`config.mk`:
```
export PLATFORM = sky130hd
export DESIGN_NAME = pms_mode_seq
export DESIGN_NICKNAME = d
export VERILOG_FILES = /design/src/rtl/pms_pkg.sv /design/src/rtl/pms_mode_seq.sv
export VERILOG_INCLUDE_DIRS = /design/src /design/src/rtl
export SDC_FILE = /design/constraint.sdc
export NUM_CORES = 1
export LEC_CHECK = 0
export BUFFER_PORTS_ARGS = -buffer_cell sky130_fd_sc_hd__buf_2
export CELL_PAD_IN_SITES_DETAIL_PLACEMENT = 1
export CELL_PAD_IN_SITES_GLOBAL_PLACEMENT = 2
export CORE_MARGIN = 10
export CORE_UTILIZATION = 25
export CTS_CLUSTER_DIAMETER = 30
export DETAILED_ROUTE_END_ITERATION = 16
export PLACE_DENSITY = 0.6
export SYNTH_ARGS = -nofsm -noshare
export SYNTH_HDL_FRONTEND = slang
export SYNTH_SLANG_ARGS = --single-unit
```
`constraint.sdc`:
```
create_clock -name core_clk -period 3.2 [get_ports core_clk]
set_clock_uncertainty 0.05 [all_clocks]
set_input_delay 0.16 -clock core_clk [delete_from_list [all_inputs] [get_ports core_clk]]
set_output_delay 0.16 -clock core_clk [all_outputs]
set_load 0.02 [all_outputs]
```
`src/rtl/pms_consts.svh`:
```
// Offsets, fields, reset values and timing figures of the mode sequencer.
// Assumes inclusion by bare name from the design module; the package does not include it.
`ifndef PMS_CONSTS_SVH
`define PMS_CONSTS_SVH
// ==========================================
// Register byte offsets
`define PMS_OFF_CTRL   4'h0
`define PMS_OFF_BRKP   4'h4
`define PMS_OFF_CYCLIM 4'h8
`define PMS_OFF_STAT   4'hc
// ==========================================
// Command bits of the control register
`define PMS_CTRL_RUN    0
`define PMS_CTRL_STOP   1
`define PMS_CTRL_MRES   2
`define PMS_CTRL_STEP   3
`define PMS_CTRL_RESUME 4
// ==========================================
// Breakpoint register fields
`define PMS_BP_MAX      2'h3
`define PMS_BP_STEP_MAX 2'h2
`define PMS_BP_ACT      2
`define PMS_BP_SUBST    3
// ==========================================
// Reset values and timing figures
`define PMS_CYCLIM_RST 16'h0064
`define PMS_CLK_HZ     40000000
`define PMS_WDOG_MS    100
`define PMS_CYCLIM_MIN 16'h0001
`define PMS_BLINK_MS   3000
`define PMS_HALF_MS    250
`endif

```
`src/rtl/pms_pkg.sv`:
```
// Types shared by the mode sequencer and its surroundings.
// Assumes the constants header is on the include path.
package pms_pkg;
	// ==========================================
	// Operating modes and sequencing phases
	typedef enum logic [1:0] {PMS_STOP, PMS_STARTUP, PMS_RUN, PMS_HOLD} pms_mode_e;
	typedef enum logic [2:0] {PH_IDLE, PH_CLR_IN, PH_INIT, PH_CLR_OUT, PH_READ, PH_MAIN, PH_WRITE} pms_phase_e;
	// Pulsed requests to the execution core and image transfer logic
	typedef struct packed {
		logic clr_in;
		logic startup_go;
		logic clr_out;
		logic read_in;
		logic main_go;
		logic write_out;
		logic step_go;
	} pms_cmd_s;
	// Level outputs towards I/O and indicators
	typedef struct packed {
		logic output_inhibit;
		logic run_indicator;
		logic stop_indicator;
		logic exec_enable;
		logic timers_run;
		logic analog_safe;
		logic analog_subst;
		logic erase_req;
	} pms_lvl_s;
endpackage : pms_pkg

```
`src/rtl/pms_mode_seq.sv`:
```
// Operating-mode sequencer: STOP, START-UP, RUN and HOLD control, image
// transfer ordering, supervision, breakpoint limits and overall reset.
// Assumes core handshakes are on core_clk; switch pins are asynchronous.
//
// Behaviour
// - Always exactly one of four modes
// - STOP: no execution, outputs off, stop lit
// - Entering STOP keeps images, timers, counters
// - STOP to RUN runs unsupervised startup routine
// - START-UP: inhibit asserted, stop indicator off
// - Run indicator blinks at least 3s
// - Startup routine done moves to RUN
// - RUN cycles main routine, timers active
// - RUN: inhibit released, run lit, stop off
// - At most three breakpoints accepted
// - Breakpoint hit enters HOLD, step or resume
// - HOLD: run blinks, stop steady on
// - HOLD: halt, freeze timers, inhibit outputs
// - Step refused with more than two breakpoints
// - Watchdog and cycle limit force STOP
// - RUN to STOP asserts output inhibit
// - RUN to STOP drives analog safe values
// - Clear inputs, startup, release, then cycle
// - Cycle order: read, main, write
// - Overall reset erases user memory only
// - Stop indicator blinks during overall reset
`include "pms_consts.svh"
module pms_mode_seq #(
	parameter int WDOG_CYC  = `PMS_WDOG_MS * (`PMS_CLK_HZ / 1000),
	parameter int MS_CYC    = `PMS_CLK_HZ / 1000,
	parameter int BLINK_CYC = `PMS_BLINK_MS * (`PMS_CLK_HZ / 1000),
	parameter int HALF_CYC  = `PMS_HALF_MS * (`PMS_CLK_HZ / 1000)
) (
	input  wire logic             core_clk,
	input  wire logic             rst,
	input  wire logic [3:0]       avs_address,
	input  wire logic             avs_read,
	input  wire logic             avs_write,
	input  wire logic [31:0]      avs_writedata,
	output logic      [31:0]      avs_readdata,
	output logic                  avs_waitrequest,
	input  wire logic             run_sw,
	input  wire logic             mres_sw,
	input  wire logic             img_done,
	input  wire logic             startup_done,
	input  wire logic             main_done,
	input  wire logic             bp_hit,
	input  wire logic             erase_done,
	output pms_pkg::pms_cmd_s     cmd,
	output pms_pkg::pms_lvl_s     lvl
);
	// ==========================================
	// State
	pms_pkg::pms_mode_e  mode_r;
	pms_pkg::pms_phase_e phase_r;
	pms_pkg::pms_cmd_s   cmd_r;
	pms_pkg::pms_lvl_s   lvl_r;
	logic [31:0] rdata_r;
	logic        wait_r;
	logic [1:0]  bp_cnt_r;
	logic        bp_act_r;
	logic        subst_r;
	logic [15:0] cyclim_r;
	logic [1:0]  run_sync_r;
	logic [1:0]  mres_sync_r;
	logic        run_prev_r;
	logic        mres_prev_r;
	logic        erasing_r;
	logic        wdog_flt_r;
	logic        cyc_flt_r;
	logic        step_ref_r;
	logic [31:0] cyc_cnt_r;
	logic [31:0] ms_cnt_r;
	logic [15:0] ms_r;
	logic [31:0] blink_r;
	logic [31:0] half_r;
	logic        tog_r;
	logic        wr_take;
	logic        go_run;
	logic        go_stop;
	logic        do_mres;
	logic        do_step;
	logic        do_resume;
	logic        wdog_hit;
	logic        cyc_hit;
	logic        fault;
	assign avs_readdata    = rdata_r;
	assign avs_waitrequest = wait_r;
	assign cmd             = cmd_r;
	assign lvl             = lvl_r;
	// ==========================================
	// Bus slave: one wait cycle, then answer
	assign wr_take = avs_write && !wait_r;
	always_ff @(posedge core_clk) begin
		if (rst) begin
			wait_r <= 1'b1;
		end else if ((avs_read || avs_write) && wait_r) begin
			wait_r <= 1'b0;
		end else begin
			wait_r <= 1'b1;
		end
	end
	// Read data, unmapped offsets read zero
	always_ff @(posedge core_clk) begin
		if (rst) begin
			rdata_r <= 32'h0;
		end else if (avs_read && wait_r) begin
			unique case (avs_address)
				`PMS_OFF_BRKP:   rdata_r <= {28'h0, subst_r, bp_act_r, bp_cnt_r};
				`PMS_OFF_CYCLIM: rdata_r <= {16'h0, cyclim_r};
				`PMS_OFF_STAT:   rdata_r <= {22'h0, step_ref_r, cyc_flt_r, wdog_flt_r, erasing_r, 1'b0, phase_r, mode_r};
				default:         rdata_r <= 32'h0;
			endcase
		end
	end
	// Configuration writes
	always_ff @(posedge core_clk) begin
		if (rst) begin
			bp_cnt_r <= 2'h0;
			bp_act_r <= 1'b0;
			subst_r  <= 1'b0;
			cyclim_r <= `PMS_CYCLIM_RST;
		end else if (wr_take && avs_address == `PMS_OFF_BRKP) begin
			bp_cnt_r <= avs_writedata[1:0]; // Two-bit field caps it at three
			bp_act_r <= avs_writedata[`PMS_BP_ACT];
			subst_r  <= avs_writedata[`PMS_BP_SUBST];
		end else if (wr_take && avs_address == `PMS_OFF_CYCLIM) begin
			// Limit never below one millisecond
			cyclim_r <= (avs_writedata[15:0] < `PMS_CYCLIM_MIN) ? `PMS_CYCLIM_MIN : avs_writedata[15:0];
		end
	end

	// ==========================================
	// Switch pins: two-flop synchronisers and edges
	always_ff @(posedge core_clk) begin
		if (rst) begin
			run_sync_r  <= 2'h0;
			mres_sync_r <= 2'h0;
			run_prev_r  <= 1'b0;
			mres_prev_r <= 1'b0;
		end else begin
			run_sync_r  <= {run_sync_r[0], run_sw};
			mres_sync_r <= {mres_sync_r[0], mres_sw};
			run_prev_r  <= run_sync_r[1];
			mres_prev_r <= mres_sync_r[1];
		end
	end
	// Requests from software and switch
	wire ctrl_wr = wr_take && avs_address == `PMS_OFF_CTRL;
	assign go_run    = (ctrl_wr && avs_writedata[`PMS_CTRL_RUN]) || (run_sync_r[1] && !run_prev_r);
	assign go_stop   = (ctrl_wr && avs_writedata[`PMS_CTRL_STOP]) || (!run_sync_r[1] && run_prev_r);
	assign do_mres   = (ctrl_wr && avs_writedata[`PMS_CTRL_MRES]) || (mres_sync_r[1] && !mres_prev_r);
	assign do_step   = ctrl_wr && avs_writedata[`PMS_CTRL_STEP];
	assign do_resume = ctrl_wr && avs_writedata[`PMS_CTRL_RESUME];
	assign wdog_hit  = mode_r == pms_pkg::PMS_RUN && cyc_cnt_r == 32'(WDOG_CYC - 1);
	assign cyc_hit   = mode_r == pms_pkg::PMS_RUN && ms_r >= cyclim_r;
	assign fault     = wdog_hit || cyc_hit;

	// ==========================================
	// Cycle supervision, counted only in RUN
	always_ff @(posedge core_clk) begin
		if (rst || mode_r != pms_pkg::PMS_RUN || (phase_r == pms_pkg::PH_WRITE && img_done)) begin
			cyc_cnt_r <= 32'h0;
			ms_cnt_r  <= 32'h0;
			ms_r      <= 16'h0;
		end else begin
			cyc_cnt_r <= cyc_cnt_r + 32'h1;
			if (ms_cnt_r == 32'(MS_CYC - 1)) begin
				ms_cnt_r <= 32'h0;
				ms_r     <= ms_r + 16'h1;
			end else begin
				ms_cnt_r <= ms_cnt_r + 32'h1;
			end
		end
	end
	// Sticky fault and refusal flags, set wins over clear
	always_ff @(posedge core_clk) begin
		if (rst) begin
			wdog_flt_r <= 1'b0;
			cyc_flt_r  <= 1'b0;
			step_ref_r <= 1'b0;
		end else begin
			wdog_flt_r <= wdog_hit || (wdog_flt_r && !go_run);
			cyc_flt_r  <= cyc_hit || (cyc_flt_r && !go_run);
			step_ref_r <= (do_step && bp_cnt_r > `PMS_BP_STEP_MAX) || (step_ref_r && !do_resume);
		end
	end

	// ==========================================
	// Mode and phase sequencing with pulsed commands
	always_ff @(posedge core_clk) begin
		if (rst) begin
			mode_r  <= pms_pkg::PMS_STOP;
			phase_r <= pms_pkg::PH_IDLE;
			cmd_r   <= '0;
		end else begin
			cmd_r <= '0;
			unique case (mode_r)
				pms_pkg::PMS_STOP: begin
					// Images kept as they stand on entry
					if (go_run && !erasing_r && !do_mres) begin
						mode_r       <= pms_pkg::PMS_STARTUP;
						phase_r      <= pms_pkg::PH_CLR_IN;
						cmd_r.clr_in <= 1'b1;
					end
				end
				pms_pkg::PMS_STARTUP: begin
					if (go_stop) begin
						mode_r  <= pms_pkg::PMS_STOP;
						phase_r <= pms_pkg::PH_IDLE;
					end else if (phase_r == pms_pkg::PH_CLR_IN && img_done) begin
						phase_r          <= pms_pkg::PH_INIT;
						cmd_r.startup_go <= 1'b1;
					end else if (phase_r == pms_pkg::PH_INIT && startup_done) begin
						mode_r        <= pms_pkg::PMS_RUN;
						phase_r       <= pms_pkg::PH_CLR_OUT;
						cmd_r.clr_out <= 1'b1;
					end
				end
				pms_pkg::PMS_RUN: begin
					if (go_stop || fault) begin
						mode_r  <= pms_pkg::PMS_STOP;
						phase_r <= pms_pkg::PH_IDLE;
					end else if (phase_r == pms_pkg::PH_MAIN && bp_hit && bp_act_r && bp_cnt_r != 2'h0) begin
						mode_r <= pms_pkg::PMS_HOLD;
					end else if (img_done && (phase_r == pms_pkg::PH_CLR_OUT || phase_r == pms_pkg::PH_WRITE)) begin
						phase_r       <= pms_pkg::PH_READ;
						cmd_r.read_in <= 1'b1;
					end else if (phase_r == pms_pkg::PH_READ && img_done) begin
						phase_r       <= pms_pkg::PH_MAIN;
						cmd_r.main_go <= 1'b1;
					end else if (phase_r == pms_pkg::PH_MAIN && main_done) begin
						phase_r         <= pms_pkg::PH_WRITE;
						cmd_r.write_out <= 1'b1;
					end
				end
				pms_pkg::PMS_HOLD: begin
					if (go_stop) begin
						mode_r  <= pms_pkg::PMS_STOP;
						phase_r <= pms_pkg::PH_IDLE;
					end else if (do_resume) begin
						mode_r <= pms_pkg::PMS_RUN;
					end else if (do_step && bp_cnt_r <= `PMS_BP_STEP_MAX) begin
						cmd_r.step_go <= 1'b1;
					end
				end
			endcase
		end
	end

	// ==========================================
	// Overall reset: erase request held until done
	always_ff @(posedge core_clk) begin
		if (rst) begin
			erasing_r <= 1'b0;
		end else if (erasing_r && erase_done) begin
			erasing_r <= 1'b0;
		end else if (do_mres && mode_r == pms_pkg::PMS_STOP) begin
			erasing_r <= 1'b1;
		end
	end
	// Blink timers: minimum start-up blink and toggle
	always_ff @(posedge core_clk) begin
		if (rst) begin
			blink_r <= 32'h0;
			half_r  <= 32'h0;
			tog_r   <= 1'b0;
		end else begin
			if (mode_r == pms_pkg::PMS_STARTUP && phase_r == pms_pkg::PH_CLR_IN) begin
				blink_r <= 32'(BLINK_CYC);
			end else if (blink_r != 32'h0) begin
				blink_r <= blink_r - 32'h1;
			end
			if (half_r == 32'(HALF_CYC - 1)) begin
				half_r <= 32'h0;
				tog_r  <= !tog_r;
			end else begin
				half_r <= half_r + 32'h1;
			end
		end
	end

	// ==========================================
	// Level outputs from the current mode
	always_ff @(posedge core_clk) begin
		if (rst) begin
			lvl_r <= '{output_inhibit: 1'b1, stop_indicator: 1'b1, default: 1'b0};
		end else begin
			lvl_r.output_inhibit <= mode_r != pms_pkg::PMS_RUN;
			lvl_r.exec_enable    <= mode_r == pms_pkg::PMS_RUN || mode_r == pms_pkg::PMS_STARTUP;
			lvl_r.timers_run     <= mode_r == pms_pkg::PMS_RUN;
			lvl_r.analog_safe    <= mode_r != pms_pkg::PMS_RUN;
			lvl_r.analog_subst   <= mode_r != pms_pkg::PMS_RUN && subst_r;
			lvl_r.erase_req      <= erasing_r;
			if (mode_r == pms_pkg::PMS_STARTUP || mode_r == pms_pkg::PMS_HOLD || blink_r != 32'h0) begin
				lvl_r.run_indicator <= tog_r;
			end else begin
				lvl_r.run_indicator <= mode_r == pms_pkg::PMS_RUN;
			end
			if (erasing_r) begin
				lvl_r.stop_indicator <= tog_r;
			end else begin
				lvl_r.stop_indicator <= mode_r == pms_pkg::PMS_STOP || mode_r == pms_pkg::PMS_HOLD;
			end
		end
	end

	// ==========================================
	// Checks
	property p_inhibit_stop;
		@(posedge core_clk) disable iff (rst)
		(mode_r == pms_pkg::PMS_RUN) ##1 (mode_r == pms_pkg::PMS_STOP) |=> lvl_r.output_inhibit && lvl_r.analog_safe;
	endproperty
	a_inhibit_stop: assert property (p_inhibit_stop) else $error("inhibit not set after run to stop");
	property p_run_leds;
		@(posedge core_clk) disable iff (rst)
		(mode_r == pms_pkg::PMS_RUN && blink_r == 32'h0)[*2] |-> lvl_r.run_indicator && !lvl_r.stop_indicator
		&& !lvl_r.output_inhibit;
	endproperty
	a_run_leds: assert property (p_run_leds) else $error("run indicators wrong");
	property p_stop_out;
		@(posedge core_clk) disable iff (rst)
		(mode_r == pms_pkg::PMS_STOP && !erasing_r)[*2] |-> lvl_r.stop_indicator && !lvl_r.exec_enable;
	endproperty
	a_stop_out: assert property (p_stop_out) else $error("stop outputs wrong");
	property p_startup;
		@(posedge core_clk) disable iff (rst)
		$past(mode_r) == pms_pkg::PMS_STARTUP |-> lvl_r.output_inhibit && !lvl_r.stop_indicator;
	endproperty
	a_startup: assert property (p_startup) else $error("startup outputs wrong");
	property p_blink_min;
		@(posedge core_clk) disable iff (rst)
		$rose(mode_r == pms_pkg::PMS_STARTUP) |=> blink_r == 32'(BLINK_CYC);
	endproperty
	a_blink_min: assert property (p_blink_min) else $error("blink hold not loaded");
	property p_to_run;
		@(posedge core_clk) disable iff (rst)
		mode_r == pms_pkg::PMS_STARTUP && phase_r == pms_pkg::PH_INIT && startup_done && !go_stop
		|=> mode_r == pms_pkg::PMS_RUN && cmd_r.clr_out;
	endproperty
	a_to_run: assert property (p_to_run) else $error("startup did not enter run");
	property p_order;
		@(posedge core_clk) disable iff (rst)
		cmd_r.main_go |-> $past(phase_r) == pms_pkg::PH_READ;
	endproperty
	a_order: assert property (p_order) else $error("main started out of order");
	property p_step_ref;
		@(posedge core_clk) disable iff (rst)
		bp_cnt_r == `PMS_BP_MAX |-> ##1 !cmd_r.step_go;
	endproperty
	a_step_ref: assert property (p_step_ref) else $error("step with three breakpoints");
	property p_fault;
		@(posedge core_clk) disable iff (rst)
		fault |=> mode_r == pms_pkg::PMS_STOP && (wdog_flt_r || cyc_flt_r);
	endproperty
	a_fault: assert property (p_fault) else $error("fault did not stop");
	property p_hold;
		@(posedge core_clk) disable iff (rst)
		(mode_r == pms_pkg::PMS_HOLD)[*2] |-> lvl_r.stop_indicator && !lvl_r.timers_run && lvl_r.output_inhibit;
	endproperty
	a_hold: assert property (p_hold) else $error("hold outputs wrong");
	c_run: cover property (@(posedge core_clk) disable iff (rst) cmd_r.write_out ##[1:50] cmd_r.read_in);
	c_hold: cover property (@(posedge core_clk) disable iff (rst) mode_r == pms_pkg::PMS_HOLD ##[1:50] cmd_r.step_go);
	c_mres: cover property (@(posedge core_clk) disable iff (rst) $fell(erasing_r));
endmodule : pms_mode_seq

```
==> impl_metrics.json, run 1 <==
{
  "status": "finished clean",
  "ys_types": 65,
  "tns_ns": 0,
  "slew_headroom": 0.399,
  "power_uw": 11000,
  "cpPeakStageDelay_ns": 0.45,
  "routed_via_density": 4.50,
  "cp.required_ns": 3.61,
  "synthCells": 1116,
  "h-tree-depth": 2,
  "die_x_um": 216,
  "dieArea_um2": 46700,
  "cp_slowest_cell": "or2_2",
  "port_buffers": 62,
  "synthTopCellsByCount": "212 x dfxtp_1, 178 x nor2_1, 108 x nand2_1",
  "antenna_found_initial": 1,
  "cp_num_buf_inv": 1,
  "num_vias": 8099,
  "drc": 0,
  "min_period_ns": 2.90,
  "critPathMaxFanout": 10,
  "synth.area.top_cells": "dfxtp_1 44%, nor2_1 6.9%, xor2_1 6.3%, nand2_1 4.2%, xnor2_1 4.2%",
  "top_usage_layer": "met2",
  "clk_pin_slew_ns": 0.04,
  "cts.sink_count": 212,
  "fp-row-count": 71,
  "syn_area_um2": 9620,
  "hold_viol": 0,
  "fin_nets": 1313,
  "gr-usage-met1": 0.145,
  "overflow": 0,
  "finalCritPeriodShare": 0.907,
  "grt_util_met2": 0.187,
  "tritoncts": "done",
  "yosysMostFrequentCell": "dfxtp_1",
  "drv_slew": 0,
  "area_delta_synth_final_pct": 33.9,
  "grt_pass1_wl_mm": 44.8,
  "ys.flop_type": "dfxtp_1",
  "powerDensity_nw_per_um2": 858,
  "initial_utilization": 0.254,
  "dieHeight_um": 216,
  "synthArstFlopShare": 0,
  "grt_util_met3": 0.0320,
  "coreArea_um2": 37800,
  "seq_area_um2": 4240,
  "diodes": 0,
  "syn-mean-instance-area_um2": 8.62,
  "cts_root_buf": "clkbuf_16",
  "synth_top_area_cell": "dfxtp_1",
  "p_leak_uw": 0.00486,
  "setup_viol": 0,
  "drive_gt1_frac": 0.165,
  "holdCritPathClass": "in -> reg",
  "critPathKind": "reg -> reg",
  "cp-end-kind": "register",
  "wl_mm": 27.0,
  "critPathTopFamily": "simple AND/OR/NAND/NOR gates",
  "timing.max_cap.violations": 0,
  "io-pin-count": 95,
  "multiInputGateArea_um2": 5000,
  "worstMarginPinSlew_ns": 0.902,
  "cts_inserted_buffers": 59,
  "yosys_warnings": 0,
  "rsz0062_at_grt": "false",
  "seq_area_frac_synth": 0.441,
  "path_cells": "inv_1, ha_1, nand2b_1, a2111oi_2, a2111oi_0, nor2_1, or3b_1, or2_2, o21a_1, o41ai_2",
  "firstDrtPassIters": 4,
  "dpl.hpwl_mm": 18.7,
  "start_kind": "register",
  "first_iter_violations": 232,
  "yosysTopAreaCellShare": 0.441,
  "antenna_left": 0,
  "ys_ff_latch": 212,
  "grtUsageTotal": 0.116,
  "fmax_mhz": 344,
  "r2r_slack_ns": 0.30,
  "gp_congestion": 0.712,
  "clkLatencyLatePin_ns": 0.58,
  "synth_edf_count": 0,
  "wl_per_cell_um": 15.0,
  "cts_buffer_depth": 3,
  "arrival_ns": 3.32,
  "grt_pass1_vias": 8555,
  "n_fill_cell": 4394,
  "vdd_drop_max_mv": 0.418,
  "grt_max_degree": 72
}
-- placed cells by master, fill, tap and decap left out, types with 7 or more instances in the layout --
| master | n |
|---|---|
| dfxtp_1 | 212 |
| nand3b_1 | 8 |
| mux2i_1 | 12 |
| dlygate4sd3_1 | 25 |
| inv_1 | 41 |
| conb_1 | 16 |
| clkbuf_16 | 59 |
| nand3_1 | 37 |
| nor4_1 | 28 |
| ha_1 | 26 |
| and3_1 | 25 |
| xor2_1 | 69 |
| nor2b_1 | 16 |
| clkbuf_1 | 7 |
| or3_1 | 21 |
| bufinv_16 | 10 |
| o21ai_0 | 24 |
| a21oi_1 | 57 |
| and2_1 | 7 |
| o211ai_1 | 7 |
| nand2_1 | 108 |
| nor2_1 | 178 |
| buf_4 | 15 |
| a22oi_1 | 13 |
| clkbuf_8 | 21 |
| clkinv_2 | 9 |
| nand4_1 | 27 |
| xnor2_1 | 46 |
| nor3_1 | 22 |
| buf_2 | 62 |
-- cells by family (layout without fill, tap and decap cells) --
kind of cell,Yosys count,after routing,synth area share
AND/OR/NAND/NOR,515,515,0.268
multiplexers,17,17,0.0183
XOR/XNOR,115,115,0.105
AO/OA/AOI/OAI,135,135,0.0882
flip-flops,212,212,0.441
adder cells (fa/ha/maj),26,26,0.0338
other,1,16,0.000390
buffers and inverters,95,252,0.0450
-- flip-flops by register name (all words and copies together) (netlist names), 2 cells and up --
register,count
lvl,8
blink_r,32
cyc_cnt_r,32
bp_cnt_r,2
mode_r,2
phase_r,3
avs_readdata,16
run_sync_r,2
mres_sync_r,2
ms_cnt_r,32
half_r,32
cyclim_r,16
ms_r,16
cmd,7
-- worst paths after layout --
| check | startpoint | end | cells past startpoint |
|---|---|---|---|
| max reg2reg | ms_r[0] | phase_r[1] | 10 |
| max | ms_r[0] | phase_r[1] | 10 |
| min | avs_address[0] | avs_readdata[1] | 4 |
| min reg2reg | cyc_cnt_r[0] | cyc_cnt_r[0] | 1 |
-- power breakdown --
group	total [uW]	switching [uW]	internal [uW]
sequential	3080	216	2860
clock	6270	1680	4600
combinational	1700	958	744
-- per-layer routing --
layer  part of all wire  routed length (um)
met2               0.46               12400
met4              0.025                 664
met1               0.48               12900
met5            0.00048                  13
met3              0.041                1100
-- final cells by class --
cell class,instances,area share
sequential,212,0.330
tap,511,0.0497
clock inverter,22,0.0287
multi-input combinational,824,0.389
timing repair buffer,102,0.0523
inverter,41,0.0120
clock buffer,87,0.139
-- worst register-to-register path, cell delays in order (launching register included) --
cell and delay, ns:
dfxtp_1 0.33, inv_1 0.05, ha_1 0.27, nand2b_1 0.16, a2111oi_2 0.36, a2111oi_0 0.12
nor2_1 0.10, or3b_1 0.44, or2_2 0.45, o21a_1 0.22, o41ai_2 0.26
-- what timing repair did --
item / CTS / global route
hold buffers: 25 / 0
gates resized for setup: 0 / 2
endpoints found under the hold margin: 35 / 0
setup endpoints to repair: 0 / 3
buffers inserted: 0 / 0
-- through the flow --
stage | hold WS, ns | std cells | area [um2] | util | worst slack [ns]
6_report | 0.0384 | 1799 | 12900 | 0.340 | 0.297
3_3_place_gp | 0.327 | 1665 | 10500 | 0.276 | 0.349
3_5_place_dp | 0.332 | 1665 | 10500 | 0.276 | 0.209
4_1_cts | 0.00754 | 1799 | 12900 | 0.340 | 0.180
2_1_floorplan | 0.193 | 1131 | 9670 | - | 0.475
5_1_grt | 0.0501 | 1799 | 12900 | 0.340 | 0.0283
Power figures use the tool's default switching activity.
==> inputs of run 2 (changes only) <==
--- a/config.mk
+++ b/config.mk
@@ -9,7 +9,6 @@
 export BUFFER_PORTS_ARGS = -buffer_cell sky130_fd_sc_hd__buf_2
 export CELL_PAD_IN_SITES_DETAIL_PLACEMENT = 1
 export CELL_PAD_IN_SITES_GLOBAL_PLACEMENT = 2
-export CORE_MARGIN = 10
 export CORE_UTILIZATION = 25
 export CTS_CLUSTER_DIAMETER = 30
 export DETAILED_ROUTE_END_ITERATION = 16
==> run 2 against run 1 <==
  * Clock power is 2% higher
  * Utilization is 0.17 points higher
  * Final cell count is 0.50% higher
  * Critical path depth stayed put
  * Register-to-register slack better by 0.02 ns
  * Largest power group unchanged
  * Critical endpoint unchanged
  * Highest routed layer is now met4
  * Count of clock-buffer cells in the layout is 7 higher
  * Via count is 0.62% higher
  * Routed wire length is 5.0% lower
  * Sequential share of layout area is 0.083 points lower
==> impl_metrics.json, run 2 (synthesis results as in run 1) <==
{
  "status": "finished clean",
  "fin_ws_ns": 0.313,
  "dieArea_um2": 39200,
  "coreArea_um2": 37800,
  "post-route-util": 0.342,
  "internal_power_uw": 8170,
  "num_vias": 8149,
  "wl_per_cell_um": 14.2,
  "cts_root_buf": "clkbuf_16",
  "io-pin-count": 95,
  "min_period_ns": 2.89,
  "cp.required_ns": 3.59,
  "first_iter_violations": 249,
  "powerDensity_nw_per_um2": 865,
  "cts.sink_count": 212,
  "antenna_found_initial": 0,
  "cts_inserted_buffers": 69,
  "slew_headroom": 0.477,
  "p_sw_uw": 3000,
  "pre_cts_slack_ns": 0.273,
  "finalCritPeriodShare": 0.902,
  "setup_viol": 0,
  "rsz0062_at_grt": "false",
  "post-place-cells": 1660,
  "fin_nets": 1318,
  "p_sw_frac": 0.269,
  "dpl.hpwl_mm": 17.3,
  "initial_utilization": 0.255,
  "grtUsageTotal": 0.135,
  "fmax_mhz": 346,
  "critPathKind": "reg -> reg",
  "dieHeight_um": 198,
  "routed_via_density": 4.51,
  "critPathMaxFanout": 10,
  "timing.max_cap.violations": 0,
  "cp-end-kind": "register",
  "port_buffers": 62,
  "firstDrtPassIters": 4,
  "clk_pin_slew_ns": 0.04,
  "vdd_drop_max_mv": 0.326,
  "arrival_ns": 3.28,
  "comb_power_share": 0.152,
  "holdCritPathClass": "in -> reg",
  "postCtsSetupBuffers": 0,
  "layout_common_cells": "212 x dfxtp_1, 178 x nor2_1, 108 x nand2_1",
  "hold_viol": 0,
  "grt_pass1_vias": 8448,
  "seq_power_share": 0.276,
  "clkLatencyLatePin_ns": 0.55,
  "p_leak_uw": 0.00489,
  "grt_max_degree": 67,
  "overflow": 0,
  "drc": 0,
  "tritoncts": "done",
  "h-tree-depth": 3,
  "diodes": 0,
  "clkPwrFrac": 0.572,
  "drive_gt1_frac": 0.167,
  "wl_mm": 25.7,
  "gp_congestion": 0.748,
  "fp-row-count": 71,
  "power_uw": 11200,
  "antenna_left": 0,
  "tns_ns": 0,
  "drv_slew": 0,
  "worstMarginPinSlew_ns": 0.784,
  "die_x_um": 198,
  "instances_no_fill": 1808,
  "area_delta_synth_final_pct": 34.2,
  "start_kind": "register",
  "final_common_cell": "dfxtp_1",
  "grt_pass1_wl_mm": 42.5,
  "cts_buffer_depth": 3
}
## run 2: area by class of cell
type                       instances  area (um2)
sequential                       212        4240
inverter                          41         154
tap                              511         639
clock buffer                      94        1970
clock inverter                    29         264
fill                            4349       24900
multi-input combinational        824        4990
timing repair buffer              97         636
## run 2: final timing paths
kind                        from  cells after the start               to  slack (ns)
setup / recovery         ms_r[0]                     10       phase_r[1]        0.31
hold / removal    avs_address[1]                      4  avs_readdata[1]        0.04
setup reg to reg         ms_r[0]                     10       phase_r[1]        0.31
hold reg to reg     cyc_cnt_r[0]                      1     cyc_cnt_r[0]        0.40
## run 2: per-stage QoR
step	hold WS, ns	area [um2]
floorplan	0.193	9670
global placement	0.332	10400
detailed placement	0.330	10400
CTS	0.0124	12900
global route	0.0743	12900
finish	0.0408	12900
## run 2: power by group through the flow
stage	sequential, uW	clock, uW	combinational (uW)
2_1_floorplan	3080	0	1360
3_3_place_gp	3110	0	1680
3_5_place_dp	3120	0	1690
4_1_cts	3080	6580	1730
5_1_grt	3110	6750	1910
6_report	3080	6390	1700
## run 2: what timing repair did
action / CTS / global route
endpoints found under the setup margin: 0 / 0
endpoints found under the hold margin: 38 / 0
hold buffers: 25 / 0
gates resized for setup: 0 / 0
## run 2: metal layers
metal | global-route usage | vias up | share of wire
met3 | 0.0354 | 52 | 0.045
met5 | 0 | - | 0
li1 | - | 4075 | -
met1 | 0.171 | 3891 | 0.49
met4 | 0.0617 | 0 | 0.024
met2 | 0.215 | 131 | 0.44
## run 2: worst max-delay path, cell delays in order, from the launching register on
cell and delay, ns:
dfxtp_1 0.32, inv_1 0.05, ha_1 0.25, nand2b_1 0.13, a2111oi_0 0.37, a2111oi_0 0.13
nor2_1 0.11, or3b_1 0.44, or2_2 0.43, o21a_1 0.21, o41ai_2 0.27
